===== src/design/pdc_regs.svh =====
// Purpose: addresses, field positions and reset values of the converter control bank
// Assumes: byte-addressed serial control port, one address per register
// Notes:   definitions only
`ifndef PDC_REGS_SVH
`define PDC_REGS_SVH

// ============================================================
// register addresses
`define PDC_ADDR_MULT     8'h04
`define PDC_ADDR_ICONV    8'h05
`define PDC_ADDR_AUX1     8'h06
`define PDC_ADDR_QCONV    8'h07

// ============================================================
// register widths and reset values
`define PDC_MULT_W        24
`define PDC_CONV_W        16
`define PDC_MULT_RST      24'h00_0000
`define PDC_CONV_RST      16'h0000

// ============================================================
// clock multiplier fields
`define PDC_MC_VCOV_HI    23
`define PDC_MC_VCOV_LO    21
`define PDC_MC_LBW_HI     20
`define PDC_MC_LBW_LO     16
`define PDC_MC_EN_BIT     15
`define PDC_MC_VDIV_HI    14
`define PDC_MC_VDIV_LO    13
`define PDC_MC_LDIV_HI    12
`define PDC_MC_LDIV_LO    11
`define PDC_MC_BIAS_HI    10
`define PDC_MC_BIAS_LO    8
`define PDC_MC_BAND_HI    7
`define PDC_MC_BAND_LO    2
`define PDC_MC_DRV_HI     1
`define PDC_MC_DRV_LO     0
// writable bits of the multiplier word; the voltage code is read only
`define PDC_MC_WR_MASK    24'h1F_FFFF
// code reported when the oscillator control voltage sits mid range
`define PDC_VCOV_CENTRE   3'h3

// ============================================================
// converter control fields
`define PDC_CV_SLEEP_BIT  15
`define PDC_CV_PD_BIT     14
`define PDC_AX_SIGN_BIT   15
`define PDC_AX_DIR_BIT    14
`define PDC_AX_PD_BIT     13
`define PDC_CV_GAIN_HI    9
`define PDC_CV_GAIN_LO    0
// implemented bits; reserved bits are dropped on write and read as zero
`define PDC_CV_WR_MASK    16'hC3FF
`define PDC_AX_WR_MASK    16'hE3FF

`endif


===== src/design/pdc_pkg.sv =====
// Purpose: shared types of the converter control bank
// Assumes: constants live in pdc_regs.svh
// Notes:   types only
package pdc_pkg;

  // ============================================================
  // register select decoded from the access address
  typedef enum logic [2:0] {
    PDC_SEL_NONE  = 3'b000,
    PDC_SEL_MULT  = 3'b001,
    PDC_SEL_ICONV = 3'b010,
    PDC_SEL_AUX1  = 3'b011,
    PDC_SEL_QCONV = 3'b100
  } pdc_sel_t;

  typedef logic [23:0] pdc_word_t;
  typedef logic [15:0] pdc_half_t;

endpackage


===== src/design/pdc_regbank.sv =====
// Purpose: clock multiplier and converter control register bank
// Assumes: serial control port logic on clk_sys_in drives the access strobes
// Notes:   fields drive the analog periphery straight from flip-flops
//
// What this block does
// multiplier register is three bytes at 0x04, bits drive periphery directly.
// bits 23:21 read back oscillator voltage code; 011 means centred.
// bits 20:16 set loop bandwidth; larger is lower; 01111 recommended.
// bit 15 clear uses reference clock, set uses the clock multiplier.
// bits 14:13 pick oscillator-to-sample ratio 1, 2, 4 or 8.
// bits 12:11 pick sample-to-reference ratio 2, 4, 8 or 16.
// bits 10:8 set oscillator bias current; 011 recommended.
// bits 7:2 select oscillator band and go to the oscillator.
// bits 1:0 set oscillator output drive; 11 recommended.
// converter control registers are two bytes, routed straight to periphery.
// I sleep bit 15, default zero active, set means low power.
// I power-down bit 14, default zero active, set means low power.
// I register bits 9:0 carry gain; bits 13:10 reserved.
// aux one sign bit 15 selects positive or negative output pin.
// aux one bit 14: zero sources current, one sinks current.
// aux one power-down bit 13, default zero active, set low power.
// aux one bits 9:0 carry gain; bits 12:10 reserved.
// Q sleep bit 15, default zero active, set means low power.
// Q power-down bit 14, default zero active, set means low power.
// Q register bits 9:0 carry gain for the Q converter.
// reserved bits read as zero and ignore writes.
`timescale 1ns/100ps
`include "pdc_regs.svh"

module pdc_regbank
  import pdc_pkg::*;
#(
  parameter int ADDR_W = 8
) (
  // clock, reset, enable
  input  wire logic              clk_sys_in,
  input  wire logic              rst_n_in,
  input  wire logic              ce_in,
  // register access from the serial control port
  input  wire logic [ADDR_W-1:0] acc_addr_in,
  input  wire logic              acc_wr_in,
  input  wire logic              acc_rd_in,
  input  wire logic [23:0]       acc_wdata_in,
  output logic      [23:0]       acc_rdata_out,
  output logic                   acc_rvalid_out,
  output logic                   acc_err_out,
  // analog oscillator control voltage code, asynchronous
  input  wire logic [2:0]        vco_volt_code_in,
  // clock multiplier periphery
  output logic                   vco_volt_centred_out,
  output logic [4:0]             loop_bw_out,
  output logic                   mult_enable_out,
  output logic                   sample_clk_from_mult_out,
  output logic [1:0]             vco_div_out,
  output logic [1:0]             loop_div_out,
  output logic [2:0]             vco_bias_out,
  output logic [5:0]             vco_band_out,
  output logic [1:0]             vco_drive_out,
  // I converter periphery
  output logic                   iconv_sleep_out,
  output logic                   iconv_pdown_out,
  output logic [9:0]             iconv_gain_out,
  // auxiliary converter one periphery
  output logic                   aux1_sign_neg_out,
  output logic                   aux1_sink_out,
  output logic                   aux1_pdown_out,
  output logic [9:0]             aux1_gain_out,
  // Q converter periphery
  output logic                   qconv_sleep_out,
  output logic                   qconv_pdown_out,
  output logic [9:0]             qconv_gain_out
);

  // ============================================================
  // reset release
  logic rst_meta_q;
  logic rst_sync_n_q;

  always_ff @(posedge clk_sys_in or negedge rst_n_in) begin
    if (!rst_n_in) begin
      rst_meta_q   <= 1'b0;
      rst_sync_n_q <= 1'b0;
    end else begin
      rst_meta_q   <= 1'b1;
      rst_sync_n_q <= rst_meta_q;
    end
  end

  // ============================================================
  // oscillator voltage code synchroniser
  // analog comparator outputs change at any time, so two stages first
  logic [2:0] vcov_meta_q;
  logic [2:0] vcov_sync_q;
  logic [2:0] vcov_q;

  always_ff @(posedge clk_sys_in or negedge rst_sync_n_q) begin
    if (!rst_sync_n_q) begin
      vcov_meta_q <= 3'h0;
      vcov_sync_q <= 3'h0;
    end else if (ce_in) begin
      vcov_meta_q <= vco_volt_code_in;
      vcov_sync_q <= vcov_meta_q;
    end
  end

  // voltage code capture
  always_ff @(posedge clk_sys_in or negedge rst_sync_n_q) begin
    if (!rst_sync_n_q) begin
      vcov_q <= 3'h0;
    end else if (ce_in) begin
      vcov_q <= vcov_sync_q;
    end
  end

  // ============================================================
  // address decode
  pdc_sel_t sel;
  logic     hit_mult;
  logic     hit_iconv;
  logic     hit_aux1;
  logic     hit_qconv;
  logic     hit_any;
  logic     wr_go;
  logic     rd_go;

  assign hit_mult  = (acc_addr_in == ADDR_W'(`PDC_ADDR_MULT));
  assign hit_iconv = (acc_addr_in == ADDR_W'(`PDC_ADDR_ICONV));
  assign hit_aux1  = (acc_addr_in == ADDR_W'(`PDC_ADDR_AUX1));
  assign hit_qconv = (acc_addr_in == ADDR_W'(`PDC_ADDR_QCONV));
  assign hit_any   = hit_mult | hit_iconv | hit_aux1 | hit_qconv;
  assign sel       = hit_mult  ? PDC_SEL_MULT  :
                     hit_iconv ? PDC_SEL_ICONV :
                     hit_aux1  ? PDC_SEL_AUX1  :
                     hit_qconv ? PDC_SEL_QCONV : PDC_SEL_NONE;
  assign wr_go     = ce_in & acc_wr_in;
  assign rd_go     = ce_in & acc_rd_in;

  // ============================================================
  // register storage
  logic [`PDC_MULT_W-1:0] mult_q;
  logic [`PDC_MULT_W-1:0] mult_d;
  logic [`PDC_CONV_W-1:0] iconv_q;
  logic [`PDC_CONV_W-1:0] iconv_d;
  logic [`PDC_CONV_W-1:0] aux1_q;
  logic [`PDC_CONV_W-1:0] aux1_d;
  logic [`PDC_CONV_W-1:0] qconv_q;
  logic [`PDC_CONV_W-1:0] qconv_d;

  // three-byte word, voltage code bits never stored
  // masks drop reserved and read-only bits
  assign mult_d  = acc_wdata_in & `PDC_MC_WR_MASK;
  // two-byte words from the low lanes
  assign iconv_d = acc_wdata_in[`PDC_CONV_W-1:0] & `PDC_CV_WR_MASK;
  assign aux1_d  = acc_wdata_in[`PDC_CONV_W-1:0] & `PDC_AX_WR_MASK;
  assign qconv_d = acc_wdata_in[`PDC_CONV_W-1:0] & `PDC_CV_WR_MASK;

  always_ff @(posedge clk_sys_in or negedge rst_sync_n_q) begin
    if (!rst_sync_n_q) begin
      mult_q <= `PDC_MULT_RST;
    end else if (wr_go && hit_mult) begin
      mult_q <= mult_d;
    end
  end

  // sleep and power-down default to zero, converter active
  // power-down bit stored as written
  always_ff @(posedge clk_sys_in or negedge rst_sync_n_q) begin
    if (!rst_sync_n_q) begin
      iconv_q <= `PDC_CONV_RST;
    end else if (wr_go && hit_iconv) begin
      iconv_q <= iconv_d;
    end
  end

  // sign, direction and power-down reset to zero
  always_ff @(posedge clk_sys_in or negedge rst_sync_n_q) begin
    if (!rst_sync_n_q) begin
      aux1_q <= `PDC_CONV_RST;
    end else if (wr_go && hit_aux1) begin
      aux1_q <= aux1_d;
    end
  end

  // Q sleep and power-down default to zero
  always_ff @(posedge clk_sys_in or negedge rst_sync_n_q) begin
    if (!rst_sync_n_q) begin
      qconv_q <= `PDC_CONV_RST;
    end else if (wr_go && hit_qconv) begin
      qconv_q <= qconv_d;
    end
  end

  // ============================================================
  // readback
  logic [23:0] rd_mux;
  logic [23:0] mult_rd;
  logic        centred;

  // live code in the top bits of the multiplier word
  assign mult_rd = {vcov_q, mult_q[`PDC_MC_LBW_HI:0]};
  assign centred = (vcov_q == `PDC_VCOV_CENTRE);

  // stored reserved bits are zero, so readback shows zero there
  always_comb begin
    rd_mux = 24'h00_0000;
    unique case (sel)
      PDC_SEL_NONE:  rd_mux = 24'h00_0000;
      PDC_SEL_MULT:  rd_mux = mult_rd;
      PDC_SEL_ICONV: rd_mux = {8'h00, iconv_q};
      PDC_SEL_AUX1:  rd_mux = {8'h00, aux1_q};
      PDC_SEL_QCONV: rd_mux = {8'h00, qconv_q};
      default:       rd_mux = 24'h00_0000;
    endcase
  end

  // unmapped reads return zero with an error pulse
  always_ff @(posedge clk_sys_in or negedge rst_sync_n_q) begin
    if (!rst_sync_n_q) begin
      acc_rdata_out  <= 24'h00_0000;
      acc_rvalid_out <= 1'b0;
      acc_err_out    <= 1'b0;
    end else if (ce_in) begin
      acc_rvalid_out <= acc_rd_in;
      acc_err_out    <= (acc_rd_in | acc_wr_in) & ~hit_any;
      if (rd_go) begin
        acc_rdata_out <= rd_mux;
      end
    end
  end

  // ============================================================
  // centred flag to the periphery
  always_ff @(posedge clk_sys_in or negedge rst_sync_n_q) begin
    if (!rst_sync_n_q) begin
      vco_volt_centred_out <= 1'b0;
    end else if (ce_in) begin
      // centre code flagged
      vco_volt_centred_out <= centred;
    end
  end

  // ============================================================
  // clock multiplier periphery, straight from the register
  // bandwidth code to the loop filter
  assign loop_bw_out              = mult_q[`PDC_MC_LBW_HI:`PDC_MC_LBW_LO];
  // clock source select, reference clock when clear
  assign mult_enable_out          = mult_q[`PDC_MC_EN_BIT];
  assign sample_clk_from_mult_out = mult_q[`PDC_MC_EN_BIT];
  // oscillator output divider code
  assign vco_div_out              = mult_q[`PDC_MC_VDIV_HI:`PDC_MC_VDIV_LO];
  // loop divider code
  assign loop_div_out             = mult_q[`PDC_MC_LDIV_HI:`PDC_MC_LDIV_LO];
  // bias current code
  assign vco_bias_out             = mult_q[`PDC_MC_BIAS_HI:`PDC_MC_BIAS_LO];
  // band select to the oscillator
  assign vco_band_out             = mult_q[`PDC_MC_BAND_HI:`PDC_MC_BAND_LO];
  // output drive strength
  assign vco_drive_out            = mult_q[`PDC_MC_DRV_HI:`PDC_MC_DRV_LO];

  // ============================================================
  // I converter periphery
  // sleep control
  assign iconv_sleep_out = iconv_q[`PDC_CV_SLEEP_BIT];
  // power-down control
  assign iconv_pdown_out = iconv_q[`PDC_CV_PD_BIT];
  // gain adjustment
  assign iconv_gain_out  = iconv_q[`PDC_CV_GAIN_HI:`PDC_CV_GAIN_LO];

  // ============================================================
  // auxiliary converter one periphery
  // negative sign moves output to the alternate pin
  assign aux1_sign_neg_out = aux1_q[`PDC_AX_SIGN_BIT];
  // sink when set
  assign aux1_sink_out     = aux1_q[`PDC_AX_DIR_BIT];
  // power-down control
  assign aux1_pdown_out    = aux1_q[`PDC_AX_PD_BIT];
  // gain adjustment
  assign aux1_gain_out     = aux1_q[`PDC_CV_GAIN_HI:`PDC_CV_GAIN_LO];

  // ============================================================
  // Q converter periphery
  // sleep control
  assign qconv_sleep_out = qconv_q[`PDC_CV_SLEEP_BIT];
  // power-down control
  assign qconv_pdown_out = qconv_q[`PDC_CV_PD_BIT];
  // gain adjustment
  assign qconv_gain_out  = qconv_q[`PDC_CV_GAIN_HI:`PDC_CV_GAIN_LO];

endmodule


===== config.mk =====
export PLATFORM = sky130hd
export DESIGN_NAME = pdc_regbank
export DESIGN_NICKNAME = d
export VERILOG_FILES = /design/src/design/pdc_pkg.sv /design/src/design/pdc_regbank.sv
export VERILOG_INCLUDE_DIRS = /design/src /design/src/design
export SDC_FILE = /design/constraint.sdc
export NUM_CORES = 1
export LEC_CHECK = 0
export BUFFER_PORTS_ARGS = -buffer_cell sky130_fd_sc_hd__buf_2
export CAP_MARGIN = 20
export CORE_MARGIN = 2
export CORE_UTILIZATION = 51
export DETAILED_ROUTE_END_ITERATION = 16
export PLACE_DENSITY = 0.88
export SLEW_MARGIN = 15
export SYNTH_ARGS = -nofsm -noshare
export SYNTH_HDL_FRONTEND = slang
export SYNTH_SLANG_ARGS = --single-unit

===== constraint.sdc =====
create_clock -name clk_sys_in -period 3.8 [get_ports clk_sys_in]
set_clock_uncertainty 0.15 [all_clocks]
set_input_delay 0.57 -clock clk_sys_in [delete_from_list [all_inputs] [get_ports clk_sys_in]]
set_output_delay 0.57 -clock clk_sys_in [all_outputs]
set_load 0.005 [all_outputs]

==> results.cfg <==
[outcome]
status = finished clean

[clock_network]
htreeDepth = 3
clockBufferDepth = 2
numCtsBuffers = 9
root_buffer = clkbuf_8
cts_tree = yes
insertion_delay_ns = 0.34
cts.clk_slew.worst_paths_ns = 0.08
post_cts_buffers = 0
clock-sinks = 96

[drt]
routed-via-count = 2677
viasPerCell = 5.376
routedWlPerCell_um = 16.98
drc = 0
drtPass1Iterations = 4
drt_iter0_drc = 85
postRouteAntennaNets = 0
wirelength_um = 8457

[floorplan]
row_count = 32
core_region_area_sq_um = 7647
die_x_um = 92.22
start_util = 0.5190
num_io_pins = 126
die_area_sq_um = 8504
die_y_um = 92.22

[grt]
met1_usage = 0.2644
met3_usage = 0.04848
grt_max_degree = 75
met2_usage = 0.3474
antenna_found_initial = 0
grt_pass1_wl_um = 13610
grt_pass1_vias = 2745
grt_overflow = 0
grt.busiest_layer = met2
track_usage = 0.2072

[worst_setup_path]
crit_end = mult_q[15]
reg2regPathDepth = 1
critPathTopFamily = simple AND/OR/NAND/NOR gates
worstSetupPathType = in -> reg
timing.rr.start = rst_sync_n_q
critPathMaxFanout = 12
crit_cells = 5
slowest_delay_ns = 0.57
crit_arrival_ns = 2.37
reg2reg_to = mult_q[15]
rrSetupSlack_ns = 2.35
crit_start = acc_addr_in[5]
setup.worst_path.start_class = input pin
cp_cell_sequence = buf_2 > nor4b_4 > nand4_1 > buf_4 > mux2_2
slowest_stage = nand4_1
crit_path_end_kind = flip-flop
required_ns = 3.88
cp_num_buf_inv = 2

[layout]
area_growth_pct = 23.68
final_nets = 431
stdcell_area_sq_um = 4908
num_antenna_cells = 0
drive_above_1_share = 0.5833
fin_util = 0.6419

[placement]
pre_cts_slack_ns = 1.114
gp_routability_congestion = 0.7320
portBuffers = 122
place_area_sq_um = 4677
hpwl_um = 6068

[sta]
finalMaxSlewViolations = 0
tns_ns = 0
fin_crit_sh = 0.6026
worst_slack_ns = 1.510
worstMarginPinSlew_ns = 0.9123
rsz0062_at_grt = false
setup_viol = 0
fin_crit_ns = 2.290
slew_headroom = 0.3918
hold_viol = 0
max_freq_ghz = 0.4367

[power]
leakagePower_nw = 2.630
power_density_nw_per_um2 = 396.7
peakVddDrop_mv = 0.2372
total_power_w = 0.001947

[flow_run]
cap_violations = 0

[yosys]
yosysTopAreaCell = dfrtp_1
synth_ff_type = dfrtp_1
syn-cell-area_sq_um = 3969
yosysMostFrequentCell = dfrtp_1
syn_nets = 307
synth_edf_count = 0
yosysSeqAreaShare = 0.6053
ys_ff_latch = 96
ys.warnings.count = 0
synth_common_cells = dfrtp_1, mux2_2, nand2_1
syn_avg_cell_area_sq_um = 14.86
synth_top_cell_area_share = 0.6053
syn_inst = 267
yosys.cell_types.count = 26
yosys-top-cells-area = dfrtp_1, mux2_2, mux4_2, a22o_1, nand2_1
synthArstFlopShare = 1.000

[min_path]
hp-class = reg -> reg
==> layer usage <==
metal | vias to the layer above | wire, um
met3 | 9 | 573
met4 | 0 | 105
met1 | 1353 | 3553
li1 | 1210 | -
met2 | 105 | 4225
met5 | - | 0
==> worst min path at each step <==
stage                    start           end  cells past startpoint
floorplan             rst_n_in    rst_meta_q                      0
global placement    rst_meta_q  rst_sync_n_q                      0
detailed placement  rst_meta_q  rst_sync_n_q                      0
CTS                 rst_meta_q  rst_sync_n_q                      0
global route        rst_meta_q  rst_sync_n_q                      0
finish              rst_meta_q  rst_sync_n_q                      0
==> where the power goes <==
part	switching, W	internal [W]
clock	0.000336	0.000388
sequential	0.0000366	0.00106
combinational	0.0000596	0.0000698
total	0.000433	0.00151
==> registers in the layout (all words and copies together) (netlist names) <==
name                  count
rst_sync_n_q              1
iconv_q                  12
rst_meta_q                1
vcov_q                    3
aux1_q                   13
vcov_sync_q               3
mult_q                   21
acc_err_out               1
acc_rvalid_out            1
vco_volt_centred_out      1
vcov_meta_q               3
acc_rdata_out            24
qconv_q                  12
==> layout by cell type, fill, tap and decap left out <==
| master | Yosys | routed |
|---|---|---|
| buf_2 | 7 | 122 |
| dfrtp_1 | 96 | 95 |
| mux2_2 | 68 | 68 |
| nand2_1 | 25 | 25 |
| o21ai_0 | 13 | 13 |
| mux4_2 | 12 | 12 |
| a22o_1 | 12 | 12 |
| clkbuf_8 | 0 | 10 |
| buf_4 | 1 | 7 |
| nor3_2 | 2 | 3 |
| nand4_1 | 3 | 3 |
| nor2_1 | 3 | 3 |
| and2_1 | 2 | 2 |
| nand4b_1 | 2 | 2 |
| inv_1 | 2 | 2 |
| bufinv_16 | 0 | 2 |
| clkinvlp_4 | 0 | 2 |
| or4b_4 | 1 | 1 |
| or2_2 | 1 | 1 |
| nor4b_4 | 1 | 1 |
| nor2b_1 | 1 | 1 |
| nand3_1 | 1 | 1 |
| mux2i_1 | 1 | 1 |
| o41ai_1 | 1 | 1 |
| a21oi_1 | 1 | 1 |
| clkinv_2 | 0 | 1 |
| clkbuf_1 | 7 | 1 |
| dlygate4sd3_1 | 0 | 1 |
| conb_1 | 1 | 1 |
| dfrtp_4 | 0 | 1 |
==> cell families after synthesis <==
family,synth area share
AOI/OAI and AO/OA,0.04634
buffers and inverters,0.02491
DFF,0.6053
muxes,0.2636
other,0.0009449
and+or+nand+nor,0.05895
==> final cells by class <==
type | instances | area [sq um]
Fill cell | 617 | 2739
Sequential cell | 96 | 2406
Multi-Input combinational cell | 152 | 1473
Timing Repair Buffer | 130 | 673.1
Clock buffer | 11 | 141.4
Tap cell | 102 | 127.6
Clock inverter | 5 | 80.08
Inverter | 2 | 7.507
==> stage by stage <==
stage,hold slack [ns],cells
3_3_place_gp,0.1882,481
2_1_floorplan,0.1244,267
3_5_place_dp,0.1847,481
6_report,0.2038,498
4_1_cts,0.2061,498
5_1_grt,0.2205,498
==> what timing repair did <==
action                     in CTS  in global routing
hold buffers                    1                  0
setup endpoints to repair       0                  0
hold endpoints to repair        2                  0
gates resized for setup         0                  0
(Power assumes the default switching activity.)
